`src/rtl/hdlc_consts.vh`:
```
// Constants of the frame controller command and mode block
`ifndef HDLC_CONSTS_VH
`define HDLC_CONSTS_VH
// Host port addresses (write side / read side)
`define HDLC_A_CMD_STAT 2'h0
`define HDLC_A_PARM_RES 2'h1
`define HDLC_A_TX_RES 2'h2
`define HDLC_A_RX_RES 2'h3
// Mode register set/reset commands
`define HDLC_C_DLY_SET 8'ha4
`define HDLC_C_DLY_RST 8'h64
`define HDLC_C_XFR_SET 8'h97
`define HDLC_C_XFR_RST 8'h57
`define HDLC_C_OPM_SET 8'h91
`define HDLC_C_OPM_RST 8'h51
`define HDLC_C_SER_SET 8'ha0
`define HDLC_C_SER_RST 8'h60
// Receive, transmit and port commands
`define HDLC_C_RX_GEN 8'hc0
`define HDLC_C_RX_SEL 8'hc1
`define HDLC_C_RX_DIS 8'hc5
`define HDLC_C_TX_FRM 8'hc8
`define HDLC_C_TX_TRN 8'hc9
`define HDLC_C_AB_FRM 8'hcc
`define HDLC_C_AB_TRN 8'hcd
`define HDLC_C_PB_SET 8'ha3
`define HDLC_C_PB_RST 8'h63
// Mode register reset value and field positions
`define HDLC_MODE_RESET 8'hff
`define HDLC_OP_PREFRAME 1
`define HDLC_OP_BUFFERED 2
`define HDLC_OP_EARLY 3
`define HDLC_OP_ABORTSEL 5
`define HDLC_SER_NRZI 0
`define HDLC_SER_CLKLOOP 1
`define HDLC_SER_DATLOOP 2
`define HDLC_XFR_INT 0
`define HDLC_DLY_ON 0
// Status register bits
`define HDLC_ST_TXRES 0
`define HDLC_ST_RXRES 1
`define HDLC_ST_TXINT 2
`define HDLC_ST_RXINT 3
`define HDLC_ST_PFULL 5
`define HDLC_ST_CFULL 6
`define HDLC_ST_BUSY 7
// Line characters
`define HDLC_FLAG 8'h7e
`define HDLC_IDLE 8'hff
`define HDLC_SYNC_NRZI 8'h00
`define HDLC_SYNC_PLAIN 8'h55
// Result codes
`define HDLC_R_TX_EARLY 8'h0c
`define HDLC_R_TX_DONE 8'h0d
`define HDLC_R_TX_UNDER 8'h0e
`define HDLC_R_TX_ABORT 8'h10
`define HDLC_R_RX_MATCH1 8'h00
`define HDLC_R_RX_MATCH2 8'h01
`define HDLC_R_RX_ABORT 8'h04
`define HDLC_R_RX_OVERRUN 8'h08
// Run lengths of ones on the line
`define HDLC_ONES_STUFF 3'h5
`define HDLC_ONES_FLAG 4'h6
`define HDLC_ABORT_HDLC 4'h7
`define HDLC_ABORT_LINK 4'h8
`endif

```
`src/rtl/hdlc_cmd_mode.v`:
```
// Command interpreter, mode registers and serial engines of the controller
`timescale 1ns/10ps
//
// Behaviour
// - Preframe option sends two sync characters, 00 under NRZI else 55.
// - Buffered option keeps first two received bytes; cleared passes them.
// - Early option raises transmit end interrupt when last data byte taken.
// - Transmit command after early interrupt chains frames, no flag interrupt.
// - Without early option, transmit end interrupt follows the closing flag.
// - With abort select cleared, eight ones in a row mean abort.
// - NRZI bit codes transmit and decodes receive; cleared uses plain bits.
// - Clock loopback feeds transmit clock to the receiver.
// - Data loopback feeds transmitted data to the receiver input.
// - Data transfer mode set requests bytes by interrupt, else by DMA.
// - One-bit delay mode repeats received stream on transmit output.
// - Mode set/reset codes A4/64, 97/57, 91/51, A0/60, one mask each.
// - Mode commands give no result byte and no interrupt.
// - Receive commands C0, C1, C5 parameters and receive result sequence.
// - Transmit C8, C9 and aborts CC, CD parameters and transmit result.
// - Non-buffered mode omits address and control from receive results.
// - Reset sets every mode register bit to one.
// - Set commands OR the mask, reset commands AND the mask.
// - Busy sets on command write, clears after the last parameter taken.
// - Parameter-full sets on host write, clears when device takes it.
module hdlc_cmd_mode
(
  // Clock and reset
  input wire mclk,
  input wire rst,
  // Host register port
  input wire [1:0] hostAddr,
  input wire hostWr,
  input wire hostRd,
  input wire [7:0] hostWrData,
  output reg [7:0] hostRdData,
  // Transmit data stream from memory
  input wire [7:0] txByte,
  input wire txByteValid,
  output wire txByteReady,
  // Receive data stream to memory
  output wire [7:0] rxByteData,
  output wire rxByteValid,
  input wire rxByteReady,
  // Requests to processor and DMA controller
  output wire txDmaReq,
  output wire rxDmaReq,
  output wire txIrq,
  output wire rxIrq,
  // Serial link pins
  input wire txClkPin,
  input wire rxClkPin,
  input wire rxDataPin,
  output reg txDataPin
);
`include "hdlc_consts.vh"

  // ----------------------------------------------------------------
  // Pin synchronisers and clock edge detection
  // ----------------------------------------------------------------
  reg [2:0] pinS1_reg;
  reg [2:0] pinS2_reg;
  reg [1:0] clkS3_reg;
  reg [7:0] serMode_reg;
  always @(posedge mclk)
  begin
    pinS1_reg <= {rxDataPin, rxClkPin, txClkPin};
    pinS2_reg <= pinS1_reg;
    clkS3_reg <= pinS2_reg[1:0];
  end
  // Shift on the falling transmit edge so the receiver samples mid bit
  wire txFall = clkS3_reg[0] & ~pinS2_reg[0];
  wire txRise = ~clkS3_reg[0] & pinS2_reg[0];
  wire rxRiseExt = ~clkS3_reg[1] & pinS2_reg[1];
  wire rxTick = serMode_reg[`HDLC_SER_CLKLOOP] ? txRise : rxRiseExt;

  // ----------------------------------------------------------------
  // Command phase and mode registers
  // ----------------------------------------------------------------
  reg [7:0] opMode_reg;
  reg [7:0] xfrMode_reg;
  reg [7:0] dlyMode_reg;
  reg [7:0] cmd_reg;
  reg [7:0] param_reg;
  reg [7:0] paramMem_reg [0:3];
  reg [2:0] paramIdx_reg;
  reg busy_reg;
  reg paramFull_reg;
  reg rxEnable_reg;
  reg rxSelective_reg;
  reg [7:0] match1_reg;
  reg [7:0] match2_reg;
  reg [15:0] txLenCmd_reg;
  reg [7:0] txAddrCmd_reg;
  reg [7:0] txCtrlCmd_reg;
  reg txTranspCmd_reg;
  reg txStartPulse_reg;
  reg txAbortPulse_reg;
  reg [2:0] need;
  wire [7:0] mask = paramMem_reg[0];
  wire cmdWrite = hostWr && hostAddr == `HDLC_A_CMD_STAT;
  wire parmWrite = hostWr && hostAddr == `HDLC_A_PARM_RES;
  wire execNow = busy_reg && paramIdx_reg == need;
  wire takeParam = busy_reg && paramFull_reg && paramIdx_reg < need;

  always @*
  begin
    case (cmd_reg)
      `HDLC_C_DLY_SET, `HDLC_C_DLY_RST, `HDLC_C_XFR_SET, `HDLC_C_XFR_RST,
      `HDLC_C_OPM_SET, `HDLC_C_OPM_RST, `HDLC_C_SER_SET, `HDLC_C_SER_RST,
      `HDLC_C_PB_SET, `HDLC_C_PB_RST: need = 3'h1;
      `HDLC_C_RX_GEN, `HDLC_C_TX_TRN: need = 3'h2;
      `HDLC_C_RX_SEL, `HDLC_C_TX_FRM: need = 3'h4;
      default: need = 3'h0;
    endcase
  end

  always @(posedge mclk)
  begin
    if (rst)
    begin
      opMode_reg <= `HDLC_MODE_RESET;
      serMode_reg <= `HDLC_MODE_RESET;
      xfrMode_reg <= `HDLC_MODE_RESET;
      dlyMode_reg <= `HDLC_MODE_RESET;
      cmd_reg <= 8'h00;
      param_reg <= 8'h00;
      paramIdx_reg <= 3'h0;
      busy_reg <= 1'b0;
      paramFull_reg <= 1'b0;
      rxEnable_reg <= 1'b0;
      rxSelective_reg <= 1'b0;
      match1_reg <= 8'h00;
      match2_reg <= 8'h00;
      txLenCmd_reg <= 16'h0000;
      txAddrCmd_reg <= 8'h00;
      txCtrlCmd_reg <= 8'h00;
      txTranspCmd_reg <= 1'b0;
      txStartPulse_reg <= 1'b0;
      txAbortPulse_reg <= 1'b0;
    end
    else
    begin
      txStartPulse_reg <= 1'b0;
      txAbortPulse_reg <= 1'b0;
      if (takeParam)
      begin
        paramMem_reg[paramIdx_reg[1:0]] <= param_reg;
        paramIdx_reg <= paramIdx_reg + 3'h1;
        paramFull_reg <= 1'b0;
      end
      if (parmWrite)
      begin
        param_reg <= hostWrData;
        paramFull_reg <= 1'b1;
      end
      if (execNow)
      begin
        busy_reg <= 1'b0;
        case (cmd_reg)
          `HDLC_C_DLY_SET: dlyMode_reg <= dlyMode_reg | mask;
          `HDLC_C_DLY_RST: dlyMode_reg <= dlyMode_reg & mask;
          `HDLC_C_XFR_SET: xfrMode_reg <= xfrMode_reg | mask;
          `HDLC_C_XFR_RST: xfrMode_reg <= xfrMode_reg & mask;
          `HDLC_C_OPM_SET: opMode_reg <= opMode_reg | mask;
          `HDLC_C_OPM_RST: opMode_reg <= opMode_reg & mask;
          `HDLC_C_SER_SET: serMode_reg <= serMode_reg | mask;
          `HDLC_C_SER_RST: serMode_reg <= serMode_reg & mask;
          `HDLC_C_RX_GEN, `HDLC_C_RX_SEL:
          begin
            rxEnable_reg <= 1'b1;
            rxSelective_reg <= cmd_reg == `HDLC_C_RX_SEL;
            match1_reg <= paramMem_reg[2];
            match2_reg <= paramMem_reg[3];
          end
          `HDLC_C_RX_DIS: rxEnable_reg <= 1'b0;
          `HDLC_C_TX_FRM, `HDLC_C_TX_TRN:
          begin
            txLenCmd_reg <= {paramMem_reg[1], paramMem_reg[0]};
            txAddrCmd_reg <= paramMem_reg[2];
            txCtrlCmd_reg <= paramMem_reg[3];
            txTranspCmd_reg <= cmd_reg == `HDLC_C_TX_TRN;
            txStartPulse_reg <= 1'b1;
          end
          `HDLC_C_AB_FRM, `HDLC_C_AB_TRN: txAbortPulse_reg <= 1'b1;
          default: txAbortPulse_reg <= 1'b0;
        endcase
      end
      // A command written while busy restarts the phase
      if (cmdWrite)
      begin
        cmd_reg <= hostWrData;
        busy_reg <= 1'b1;
        paramIdx_reg <= 3'h0;
      end
    end
  end

  // ----------------------------------------------------------------
  // Transmitter
  // ----------------------------------------------------------------
  localparam TX_IDLE = 3'h0;
  localparam TX_PRE = 3'h1;
  localparam TX_OPEN = 3'h2;
  localparam TX_ADDR = 3'h3;
  localparam TX_CTRL = 3'h4;
  localparam TX_DATA = 3'h5;
  localparam TX_CLOSE = 3'h6;
  reg [2:0] txState_reg;
  reg [7:0] txShift_reg;
  reg [2:0] txBitCnt_reg;
  reg [2:0] txOnes_reg;
  reg txNoStuff_reg;
  reg txLine_reg;
  reg txReq_reg;
  reg txPre_reg;
  reg txEarly_reg;
  reg [15:0] txLenLeft_reg;
  reg [7:0] txHold_reg;
  reg txHoldValid_reg;
  reg [7:0] txRes_reg;
  reg txResPend_reg;
  wire nrzi = serMode_reg[`HDLC_SER_NRZI];
  wire txStuff = !txNoStuff_reg && txOnes_reg == `HDLC_ONES_STUFF;
  wire txOut = txStuff ? 1'b0 : txShift_reg[0];
  wire txLoad = txFall && !txStuff && txBitCnt_reg == 3'h7;
  wire txBody = txState_reg == TX_OPEN ||
                (txState_reg == TX_CLOSE && txReq_reg);
  assign txByteReady = !txHoldValid_reg && txLenLeft_reg != 16'h0000;
  wire txResRead = hostRd && hostAddr == `HDLC_A_TX_RES;

  task txPost;
    input [7:0] code;
    begin
      txRes_reg <= code;
      txResPend_reg <= 1'b1;
    end
  endtask

  // Next information byte, or the closing flag once the count runs out
  task txNextData;
    begin
      txNoStuff_reg <= 1'b0;
      if (txLenLeft_reg == 16'h0000)
      begin
        txShift_reg <= `HDLC_FLAG;
        txNoStuff_reg <= 1'b1;
        txState_reg <= TX_CLOSE;
      end
      else if (txHoldValid_reg)
      begin
        txShift_reg <= txHold_reg;
        txHoldValid_reg <= 1'b0;
        txLenLeft_reg <= txLenLeft_reg - 16'h0001;
        txState_reg <= TX_DATA;
        if (txLenLeft_reg == 16'h0001 && opMode_reg[`HDLC_OP_EARLY])
        begin
          txPost(`HDLC_R_TX_EARLY);
          txEarly_reg <= 1'b1;
        end
      end
      else
      begin
        // Memory fell behind: end the frame with ones
        txPost(`HDLC_R_TX_UNDER);
        txShift_reg <= `HDLC_IDLE;
        txNoStuff_reg <= 1'b1;
        txLenLeft_reg <= 16'h0000;
        txState_reg <= TX_IDLE;
      end
    end
  endtask

  always @(posedge mclk)
  begin
    if (rst)
    begin
      txState_reg <= TX_IDLE;
      txShift_reg <= `HDLC_IDLE;
      txBitCnt_reg <= 3'h0;
      txOnes_reg <= 3'h0;
      txNoStuff_reg <= 1'b1;
      txLine_reg <= 1'b1;
      txReq_reg <= 1'b0;
      txPre_reg <= 1'b0;
      txEarly_reg <= 1'b0;
      txLenLeft_reg <= 16'h0000;
      txHold_reg <= 8'h00;
      txHoldValid_reg <= 1'b0;
      txRes_reg <= 8'h00;
      txResPend_reg <= 1'b0;
    end
    else
    begin
      if (txResRead)
        txResPend_reg <= 1'b0;
      if (txByteValid && txByteReady)
      begin
        txHold_reg <= txByte;
        txHoldValid_reg <= 1'b1;
      end
      if (txStartPulse_reg)
        txReq_reg <= 1'b1;
      if (txFall)
      begin
        txLine_reg <= nrzi ? (txOut ? txLine_reg : ~txLine_reg) : txOut;
        txOnes_reg <= txOut ? txOnes_reg + 3'h1 : 3'h0;
        if (!txStuff)
        begin
          txShift_reg <= {1'b1, txShift_reg[7:1]};
          txBitCnt_reg <= txBitCnt_reg + 3'h1;
        end
      end
      if (txAbortPulse_reg)
      begin
        // Idle ones after a partial frame form the abort sequence
        txState_reg <= TX_IDLE;
        txReq_reg <= 1'b0;
        txLenLeft_reg <= 16'h0000;
        txHoldValid_reg <= 1'b0;
        txPost(`HDLC_R_TX_ABORT);
      end
      else if (txLoad && txBody)
      begin
        if (txState_reg == TX_CLOSE && !txEarly_reg)
          txPost(`HDLC_R_TX_DONE);
        // The closing flag doubles as the next opening flag
        txReq_reg <= 1'b0;
        txEarly_reg <= 1'b0;
        txLenLeft_reg <= txLenCmd_reg;
        if (txTranspCmd_reg)
        begin
          txShift_reg <= `HDLC_FLAG;
          txNoStuff_reg <= 1'b1;
          txState_reg <= TX_CTRL;
        end
        else
        begin
          txShift_reg <= txAddrCmd_reg;
          txNoStuff_reg <= 1'b0;
          txState_reg <= TX_ADDR;
        end
      end
      else if (txLoad)
      begin
        case (txState_reg)
          TX_IDLE:
          begin
            txShift_reg <= `HDLC_IDLE;
            txNoStuff_reg <= 1'b1;
            if (txReq_reg && opMode_reg[`HDLC_OP_PREFRAME])
            begin
              txShift_reg <= nrzi ? `HDLC_SYNC_NRZI : `HDLC_SYNC_PLAIN;
              txPre_reg <= 1'b0;
              txState_reg <= TX_PRE;
            end
            else if (txReq_reg)
            begin
              txShift_reg <= `HDLC_FLAG;
              txState_reg <= TX_OPEN;
            end
          end
          TX_PRE:
          begin
            txNoStuff_reg <= 1'b1;
            txPre_reg <= 1'b1;
            if (txPre_reg)
            begin
              txShift_reg <= `HDLC_FLAG;
              txState_reg <= TX_OPEN;
            end
            else
              txShift_reg <= nrzi ? `HDLC_SYNC_NRZI : `HDLC_SYNC_PLAIN;
          end
          TX_ADDR:
          begin
            txShift_reg <= txCtrlCmd_reg;
            txState_reg <= TX_CTRL;
          end
          TX_CTRL, TX_DATA: txNextData;
          TX_CLOSE:
          begin
            if (!txEarly_reg || opMode_reg[`HDLC_OP_EARLY])
              txPost(`HDLC_R_TX_DONE);
            txEarly_reg <= 1'b0;
            txShift_reg <= `HDLC_IDLE;
            txNoStuff_reg <= 1'b1;
            txState_reg <= TX_IDLE;
          end
          default: txState_reg <= TX_IDLE;
        endcase
      end
    end
  end

  // ----------------------------------------------------------------
  // Receiver
  // ----------------------------------------------------------------
  reg rxPrevLine_reg;
  reg rxDelay_reg;
  reg [3:0] rxOnes_reg;
  reg [7:0] rxShift_reg;
  reg [2:0] rxBitCnt_reg;
  reg rxInFrame_reg;
  reg rxMatch2_reg;
  reg [15:0] rxLen_reg;
  reg [7:0] rxAddr_reg;
  reg [7:0] rxCtrl_reg;
  reg [7:0] rxRes_reg [0:4];
  reg [2:0] rxResCnt_reg;
  reg [2:0] rxResIdx_reg;
  reg rxResPend_reg;
  reg rxPush_reg;
  reg [7:0] rxPushData_reg;
  reg [1:0] rxCount_reg;
  wire buffered = opMode_reg[`HDLC_OP_BUFFERED];
  wire rxLine = serMode_reg[`HDLC_SER_DATLOOP] ? txLine_reg : pinS2_reg[2];
  wire rxBit = nrzi ? rxLine == rxPrevLine_reg : rxLine;
  wire [7:0] rxByteNow = {rxBit, rxShift_reg[7:1]};
  wire [3:0] abortLen = opMode_reg[`HDLC_OP_ABORTSEL] ?
                        `HDLC_ABORT_HDLC : `HDLC_ABORT_LINK;
  wire rxResRead = hostRd && hostAddr == `HDLC_A_RX_RES;
  wire rxFull = rxCount_reg == 2'h2;

  always @(posedge mclk)
  begin
    if (rst)
    begin
      rxPrevLine_reg <= 1'b1;
      rxDelay_reg <= 1'b1;
      rxOnes_reg <= 4'h0;
      rxShift_reg <= 8'h00;
      rxBitCnt_reg <= 3'h0;
      rxInFrame_reg <= 1'b0;
      rxMatch2_reg <= 1'b0;
      rxLen_reg <= 16'h0000;
      rxAddr_reg <= 8'h00;
      rxCtrl_reg <= 8'h00;
      rxResCnt_reg <= 3'h0;
      rxResIdx_reg <= 3'h0;
      rxResPend_reg <= 1'b0;
      rxPush_reg <= 1'b0;
      rxPushData_reg <= 8'h00;
    end
    else
    begin
      rxPush_reg <= 1'b0;
      if (rxResRead && rxResPend_reg)
      begin
        rxResIdx_reg <= rxResIdx_reg + 3'h1;
        if (rxResIdx_reg + 3'h1 == rxResCnt_reg)
          rxResPend_reg <= 1'b0;
      end
      if (rxTick)
      begin
        rxPrevLine_reg <= rxLine;
        rxDelay_reg <= rxLine;
        if (rxBit && rxOnes_reg + 4'h1 >= abortLen)
        begin
          rxOnes_reg <= abortLen;
          // Ones straight after a closing flag are idle, not an abort
          if (rxInFrame_reg && rxLen_reg != 16'h0000)
          begin
            rxRes_reg[0] <= `HDLC_R_RX_ABORT;
            rxResCnt_reg <= 3'h1;
            rxResIdx_reg <= 3'h0;
            rxResPend_reg <= 1'b1;
          end
          rxInFrame_reg <= 1'b0;
        end
        else if (!rxBit && rxOnes_reg == `HDLC_ONES_FLAG)
        begin
          rxOnes_reg <= 4'h0;
          rxBitCnt_reg <= 3'h0;
          rxLen_reg <= 16'h0000;
          rxInFrame_reg <= rxEnable_reg;
          if (rxInFrame_reg && rxLen_reg != 16'h0000)
          begin
            rxRes_reg[0] <= rxMatch2_reg ? `HDLC_R_RX_MATCH2 :
                                           `HDLC_R_RX_MATCH1;
            rxRes_reg[1] <= rxLen_reg[7:0];
            rxRes_reg[2] <= rxLen_reg[15:8];
            rxRes_reg[3] <= rxAddr_reg;
            rxRes_reg[4] <= rxCtrl_reg;
            rxResCnt_reg <= buffered ? 3'h5 : 3'h3;
            rxResIdx_reg <= 3'h0;
            rxResPend_reg <= 1'b1;
          end
        end
        else if (!rxBit && rxOnes_reg == {1'b0, `HDLC_ONES_STUFF})
          rxOnes_reg <= 4'h0;
        else if (!rxBit || rxOnes_reg < {1'b0, `HDLC_ONES_STUFF})
        begin
          rxOnes_reg <= rxBit ? rxOnes_reg + 4'h1 : 4'h0;
          rxShift_reg <= rxByteNow;
          rxBitCnt_reg <= rxBitCnt_reg + 3'h1;
          if (rxBitCnt_reg == 3'h7 && rxInFrame_reg)
          begin
            rxLen_reg <= rxLen_reg + 16'h0001;
            if (rxLen_reg == 16'h0000)
            begin
              rxAddr_reg <= rxByteNow;
              // General receive always reports a first-address match
              rxMatch2_reg <= rxSelective_reg && rxByteNow == match2_reg &&
                              rxByteNow != match1_reg;
              if (rxSelective_reg && rxByteNow != match1_reg &&
                  rxByteNow != match2_reg)
                rxInFrame_reg <= 1'b0;
            end
            if (rxLen_reg == 16'h0001)
              rxCtrl_reg <= rxByteNow;
            rxPush_reg <= !(buffered && rxLen_reg < 16'h0002);
            rxPushData_reg <= rxByteNow;
          end
        end
        else
          rxOnes_reg <= rxOnes_reg + 4'h1;
      end
      // A full buffer ends reception with an overrun result
      if (rxPush_reg && rxFull)
      begin
        rxRes_reg[0] <= `HDLC_R_RX_OVERRUN;
        rxResCnt_reg <= 3'h1;
        rxResIdx_reg <= 3'h0;
        rxResPend_reg <= 1'b1;
        rxInFrame_reg <= 1'b0;
      end
    end
  end

  // ----------------------------------------------------------------
  // Two-entry receive buffer
  // ----------------------------------------------------------------
  reg [7:0] rxBuf_reg [0:1];
  reg rxWrPtr_reg;
  reg rxRdPtr_reg;
  wire rxIn = rxPush_reg && !rxFull;
  wire rxOut = rxByteValid && rxByteReady;
  assign rxByteValid = rxCount_reg != 2'h0;
  assign rxByteData = rxBuf_reg[rxRdPtr_reg];
  genvar e;
  generate
    for (e = 0; e < 2; e = e + 1)
    begin : gEntry
      always @(posedge mclk)
      begin
        if (rst)
          rxBuf_reg[e] <= 8'h00;
        else if (rxIn && rxWrPtr_reg == e)
          rxBuf_reg[e] <= rxPushData_reg;
      end
    end
  endgenerate
  always @(posedge mclk)
  begin
    if (rst)
    begin
      rxWrPtr_reg <= 1'b0;
      rxRdPtr_reg <= 1'b0;
      rxCount_reg <= 2'h0;
    end
    else
    begin
      if (rxIn)
        rxWrPtr_reg <= ~rxWrPtr_reg;
      if (rxOut)
        rxRdPtr_reg <= ~rxRdPtr_reg;
      rxCount_reg <= rxCount_reg + {1'b0, rxIn} - {1'b0, rxOut};
    end
  end

  // ----------------------------------------------------------------
  // Requests, status and read port
  // ----------------------------------------------------------------
  wire intMode = xfrMode_reg[`HDLC_XFR_INT];
  assign txDmaReq = !intMode && txByteReady;
  assign rxDmaReq = !intMode && rxByteValid;
  assign txIrq = txResPend_reg || (intMode && txByteReady);
  assign rxIrq = rxResPend_reg || (intMode && rxByteValid);
  wire [7:0] status = {busy_reg, busy_reg, paramFull_reg, 1'b0,
                       rxIrq, txIrq, rxResPend_reg, txResPend_reg};
  always @(posedge mclk)
  begin
    if (rst)
    begin
      hostRdData <= 8'h00;
      txDataPin <= 1'b1;
    end
    else
    begin
      txDataPin <= dlyMode_reg[`HDLC_DLY_ON] ? rxDelay_reg : txLine_reg;
      if (hostRd)
      begin
        case (hostAddr)
          `HDLC_A_CMD_STAT: hostRdData <= status;
          `HDLC_A_TX_RES: hostRdData <= txRes_reg;
          `HDLC_A_RX_RES: hostRdData <= rxRes_reg[rxResIdx_reg];
          default: hostRdData <= 8'h00;
        endcase
      end
    end
  end
endmodule

```
`config.mk`:
```
export PLATFORM = sky130hd
export DESIGN_NAME = hdlc_cmd_mode
export DESIGN_NICKNAME = d
export VERILOG_FILES = /design/src/rtl/hdlc_cmd_mode.v
export VERILOG_INCLUDE_DIRS = /design/src /design/src/rtl
export SDC_FILE = /design/constraint.sdc
export NUM_CORES = 1
export LEC_CHECK = 0
export BUFFER_PORTS_ARGS = -buffer_cell sky130_fd_sc_hd__buf_2
export CORE_AREA = 2 2 147 149
export DETAILED_ROUTE_END_ITERATION = 6
export DIE_AREA = 0 0 149 151
export PLACE_DENSITY = 0.81
export SKIP_LAST_GASP = 1
export SYNTH_ARGS = -nofsm -noshare
export SYNTH_HDL_FRONTEND = slang
export SYNTH_SLANG_ARGS = --single-unit
export TNS_END_PERCENT = 10
```
`constraint.sdc`:
```
create_clock -name mclk -period 7.4 [get_ports mclk]
set_input_delay 0.74 -clock mclk [delete_from_list [all_inputs] [get_ports mclk]]
set_output_delay 0.74 -clock mclk [all_outputs]
set_load 0.02 [all_outputs]
```
Word level (Yosys, flattened, before mapping):

Memories as Yosys holds them, arrays and structs flattened. A register that Yosys moved wholly into a read port is not among the register bits.
Cells that the tools add are included.

* reduce and logical (&&, ||, !) cells: 120
* $lt $le $gt $ge: 4
* bitwise logic cells: 31
* equality and inequality tests: 57
* $add $sub $neg: 10
* mux-type cells: 158

Operator list (number)
* $mux 8: 21
* $mux 16: 9
* $eq 8x8->1 const B: 12
* $mux 1: 82
* $pmux 8 s2: 5
* $mux 3: 23
* $eq 8x7->1 const B: 5
* $pmux 8 s5: 1
* $logic_and 1x1->1: 37
* $and 8x8->8: 4
* $eq 16x1->1 const B: 2
* $logic_not 16->1: 2
* $or 8x8->8: 4
* $reduce_bool 16->1: 2
* $reduce_bool 2->1: 16
* $reduce_and 6->1: 5
* $mux 4: 6
* $pmux 8 s3: 1
* $reduce_bool 3->1: 8
* $reduce_or 2->1: 10
* $eq 3x3->1 const B: 6
* $reduce_and 2->1: 9
* $add 16x1->16 const B: 1
* $lt 16x2->1 const B: 1
* other kinds (45): 108

* output and inout bits: 23
* register bits after elaboration: 249
* word-level logic and storage cells: 440
* memories kept: 3
* bits in writable memories: 88

Memory list
* rxRes_reg: depth 5, width 8, rd ports 1, clocked after memory_dff 1, write ports 5, line hdlc_cmd_mode.v:408 `reg [7:0] rxRes_reg [0:4];`
* paramMem_reg: depth 4, width 8, rd ports 4, clocked after memory_dff 1, write ports 1, line hdlc_cmd_mode.v:84 `reg [7:0] paramMem_reg [0:3];`
* rxBuf_reg: depth 2, width 8, rd ports 1, clocked after memory_dff 1, write ports 2, line hdlc_cmd_mode.v:533 `reg [7:0] rxBuf_reg [0:1];`

Logic depth before layout (Yosys ltp):

* depth in word-level cells: 13
* gate-level depth with buffers: 15
* mapped depth without buffers: 13

Least setup slack after synthesis:

Ideal clock, no wire load.

* path type: register to register
* start point: register cmd_reg[7]
* end point: register match1_reg[1], read port of paramMem_reg
* path slack: 4388 ps
* path buffers: 2
* arrival: 2885 ps
* cell stages (with the launch flop): 15
* clock period less this slack: 3012 ps
* data required time: 7272 ps
* cell sequence: dfxtp_1 xor2_1 nand3b_1 o21ai_0 a22o_1 a21oi_1 nor2_1 ha_1 nand4_1 nor4_1 nor2b_1 buf_2 buf_2 mux2i_1 nor2_1

* cells in the longest elaborated chain, start to end: 6

RTL lines
* from (decl): line hdlc_cmd_mode.v:82 `reg [7:0] cmd_reg;`
* from (signal assigned): line hdlc_cmd_mode.v:191 `cmd_reg <= hostWrData;`
* $eq 8x7->1 (tied with other cells): line hdlc_cmd_mode.v:107 `case (cmd_reg)`
* $reduce_or 10->1 or $reduce_or 2->1 (tied branches): line hdlc_cmd_mode.v:107
* $pmux 3 s3: line hdlc_cmd_mode.v:107
* $eq 3x3->1: line hdlc_cmd_mode.v:102 `wire execNow = busy_reg && paramIdx_reg == need;`
* $logic_and 1x1->1: line hdlc_cmd_mode.v:102
* $reduce_and 2->1 (no line) *
* to (decl): line hdlc_cmd_mode.v:90 `reg [7:0] match1_reg;`

Mark *: on every way between the ends. The rest lies on a longest branch, timed or not.
A chain may end at the register's enable or synchronous reset.

Final worst setup path:

* start point: register cmd_reg[7]
* end point: register match2_reg[5], read port of paramMem_reg

* cells in the longest elaborated chain, start to end: 6

RTL lines
* $eq 8x7->1 (tied with other cells): line hdlc_cmd_mode.v:107
* $reduce_or 10->1 or $reduce_or 2->1 (tied branches): line hdlc_cmd_mode.v:107
* $pmux 3 s3: line hdlc_cmd_mode.v:107
* $eq 3x3->1: line hdlc_cmd_mode.v:102
* $logic_and 1x1->1: line hdlc_cmd_mode.v:102
* $reduce_and 2->1 (no line) *
* to (decl): line hdlc_cmd_mode.v:91 `reg [7:0] match2_reg;`

Marks and branches as above.

==> results_dict.tcl <==
set metrics [dict create \
    met2_usage_pct 46.7 \
    max_slew.worst_pin.slew_ns 1.21 \
    fin_nets 1470 \
    path_max_fanout 19 \
    setup_tns_ns 0 \
    grt_setup_unrepaired "false" \
    ios 50 \
    dr.pass1.iters 6 \
    drt-initial-drc-count 872 \
    post_cts_resized 0 \
    syn_area_per_cell_um2 9.55 \
    dp_cells 1656 \
    maxCapViolCount 0 \
    via_per_inst 6.11 \
    hold_path.class "input port to register" \
    max_slew_margin_pct 19.1 \
    r2r-start "cmd_reg[7]" \
    grt_use_met3_pct 4.91 \
    power_density_nw_per_um2 241 \
    fin_crit_sh_pct 53.1 \
    layoutNonFillerInstCount 1713 \
    rr_worst_depth 12 \
    mostFrequentLayoutCell "dfxtp_1" \
    cts_inserted_buffers 31 \
    regToRegSetupSlack_ns 3.47 \
    startpoint_type "register" \
    drive_above_1_share_pct 10.1 \
    cts_tree "built" \
    h-tree-depth 1 \
    clockBufferDepth 3 \
    postRouteAntennaNets 0 \
    die_h_um 151 \
    post-cts-setup-buffer-count 0 \
    async_reset_ff_share_pct 0 \
    drv_slew 0 \
    status "completed" \
    grt_pass1_wl_um 51900 \
    clock_skew_ns 0.0113 \
    grt_max_degree 64 \
    setup_viol 0 \
    clk_latency_ns 0.55 \
    cts_root_buf "clkbuf_16" \
    fp-row-count 53 \
    hold_start "txClkPin" \
    period_needed_ns 3.93 \
    drt_wl_total_um 31900 \
    endpoint_kind "register" \
    cts.hold.buffers_added 0 \
    required_ns 7.82 \
    grt.overflow.total 0 \
    clkTransAtPathRegs_ns 0.06 \
    start_util_pct 64.4 \
    synth-seq-cells 305 \
    synthCells 1404 \
    yosys-top-cells-area "dfxtp_1, edfxtp_1, nand2_1" \
    grt_use_total_pct 28.8 \
    yosysTopAreaCellShare_pct 33.6 \
    syn_to_final_growth_pct 10.7 \
    largest_reg_flops 35 \
    seq_area_frac_synth_pct 51.5 \
    p_sw_mw 0.779 \
    p_leak_nw 5.54 \
    critPathArrivalTime_ns 4.35 \
    use_met1_pct 40.4 \
    hold-path-cell-count 1 \
    netSwitchingFraction_pct 21.8 \
    hold_viol 0 \
    synth-edff-count 80 \
    synth_cell_type_count 80 \
    synth_fp_nets 1460 \
    dieArea_um2 22500 \
    pwr-share-clk_pct 45.6 \
    synth_area_leader_cell "dfxtp_1" \
    globalRoute.busiestLayer "met2" \
    first_global_vias 9891 \
    port_buffers 49 \
    routedWlPerCell_um 18.6 \
    yosys_warnings 0 \
    combPwrFrac_pct 5.2 \
    dieWidth_um 149 \
    clock.fmax_ghz 0.254 \
    syn_area_um2 13400 \
    antenna_found_initial 0 \
    crit_type "register to register" \
    cts.sinks 305 \
    routabilityCongestion 0.882 \
    p_int_mw 2.79 \
    irDropWorstVdd_uv 172 \
    synthFlopType "dfxtp_1" \
    drc 0 \
    final_util_pct 71.3 \
    num_vias 10500 \
    insertedDiodeCount 0 \
    hold_end "pinS1_reg[0]" \
    dp_hpwl_um 21700 \
    fp.coreArea_um2 20800 \
    p_seq_share_pct 49.2 \
    r2r-end "match2_reg[5]" \
    layout_common_cells "dfxtp_1, nand2_1, nor2_1, a21oi_1, edfxtp_1" \
]
[worst max-delay path, stage by stage (launching register included)]
cell      delay (ns)
dfxtp_1         0.35
xor2_1          0.19
nand3b_1        0.19
o21ai_0         0.10
a22o_1          0.25
a21oi_1         0.16
nor2_1          0.06
ha_1            0.30
nand4_1         0.17
nor4_1          0.53
nor2b_2         1.07
mux2i_1         0.35
nor2_1          0.06
[logic make-up (layout without fill, tap and decap cells)]
logic type                 count (synthesis)  count (layout)  synth area share, %
AOI/OAI and AO/OA                        281             281                 12.6
adders and majority gates                 29              29                 2.71
muxes                                     83              83                 6.70
xor gates and xnor gates                  48              48                 3.54
DFF                                      305             305                 51.5
and+or+nand+nor                          545             545                 19.7
buffers and inverters                    113             147                 3.23
[per-stage QoR]
stage,setup WS (ns),cell area (µm²),power [mW],hold WS [ns]
after global placement,3.67,13800,1.97,0.310
after global routing,3.20,14800,3.68,0.272
after floorplan,4.39,13400,1.92,0.310
final,3.47,14800,3.57,0.280
after detailed placement,3.54,13800,1.98,0.315
after CTS,3.48,14800,3.59,0.272
[Yosys cell counts (3+ instances only)]
master    number
nor2b_1       18
a22o_1         3
nor4b_1        4
mux4_2         3
a22oi_1       13
clkbuf_1      68
nor3b_1        5
edfxtp_1      80
o22ai_1        3
a31oi_1       13
mux2i_1       65
or4_1         10
a221oi_1       5
dfxtp_1      225
and2_1        32
a21o_1         5
inv_1         33
nor4_4         3
o21ai_0       65
a211oi_1      11
mux2_2        14
or2_2          3
a21oi_1      120
o311ai_0       4
nand3_1       32
nor4_1        12
buf_2          7
nand4_1       13
o31ai_1        7
nand2b_1      11
or3_1         17
and4_1         3
nor2_1       129
xnor2_1       34
a32oi_1        3
nand2_1      204
xor2_1        10
ha_1          29
nor3_1        25
nand3b_1       6
buf_1          5
[cell type report]
cell class                 count  area [µm²]
inverter                      33         124
clock inverter                13         180
timing repair buffer          57         308
multi-input combinational    986        6070
tap                          275         344
clock buffer                  44         906
sequential                   305        6910
fill                        1504        5980
[layer usage]
layer  wire length, µm  up-vias
met1             13700     4941
met3              2620       56
li1                  -     5002
met4               629        0
met2             14900      462
met5                 0        -
[power by group through the flow]
stage | registers [mW] | logic (mW) | clock network, mW
2_1_floorplan | 1.78 | 0.141 | 0
3_3_place_gp | 1.79 | 0.180 | 0
3_5_place_dp | 1.79 | 0.184 | 0
4_1_cts | 1.76 | 0.186 | 1.65
5_1_grt | 1.76 | 0.203 | 1.71
6_report | 1.76 | 0.186 | 1.63
[how the worst max path moves through the flow]
| stage | from | slack, ns | end | depth (start not counted) |
|---|---|---|---|---|
| after CTS | cmd_reg[7] | 3.48 | match2_reg[5] | 12 |
| after global routing | cmd_reg[7] | 3.20 | match2_reg[5] | 12 |
| final | cmd_reg[7] | 3.47 | match2_reg[5] | 12 |
| after global placement | cmd_reg[7] | 3.67 | match2_reg[5] | 12 |
| after floorplan | cmd_reg[7] | 4.39 | match1_reg[1] | 14 |
| after detailed placement | cmd_reg[7] | 3.54 | match1_reg[7] | 12 |
Power figures use the tool's default switching activity.
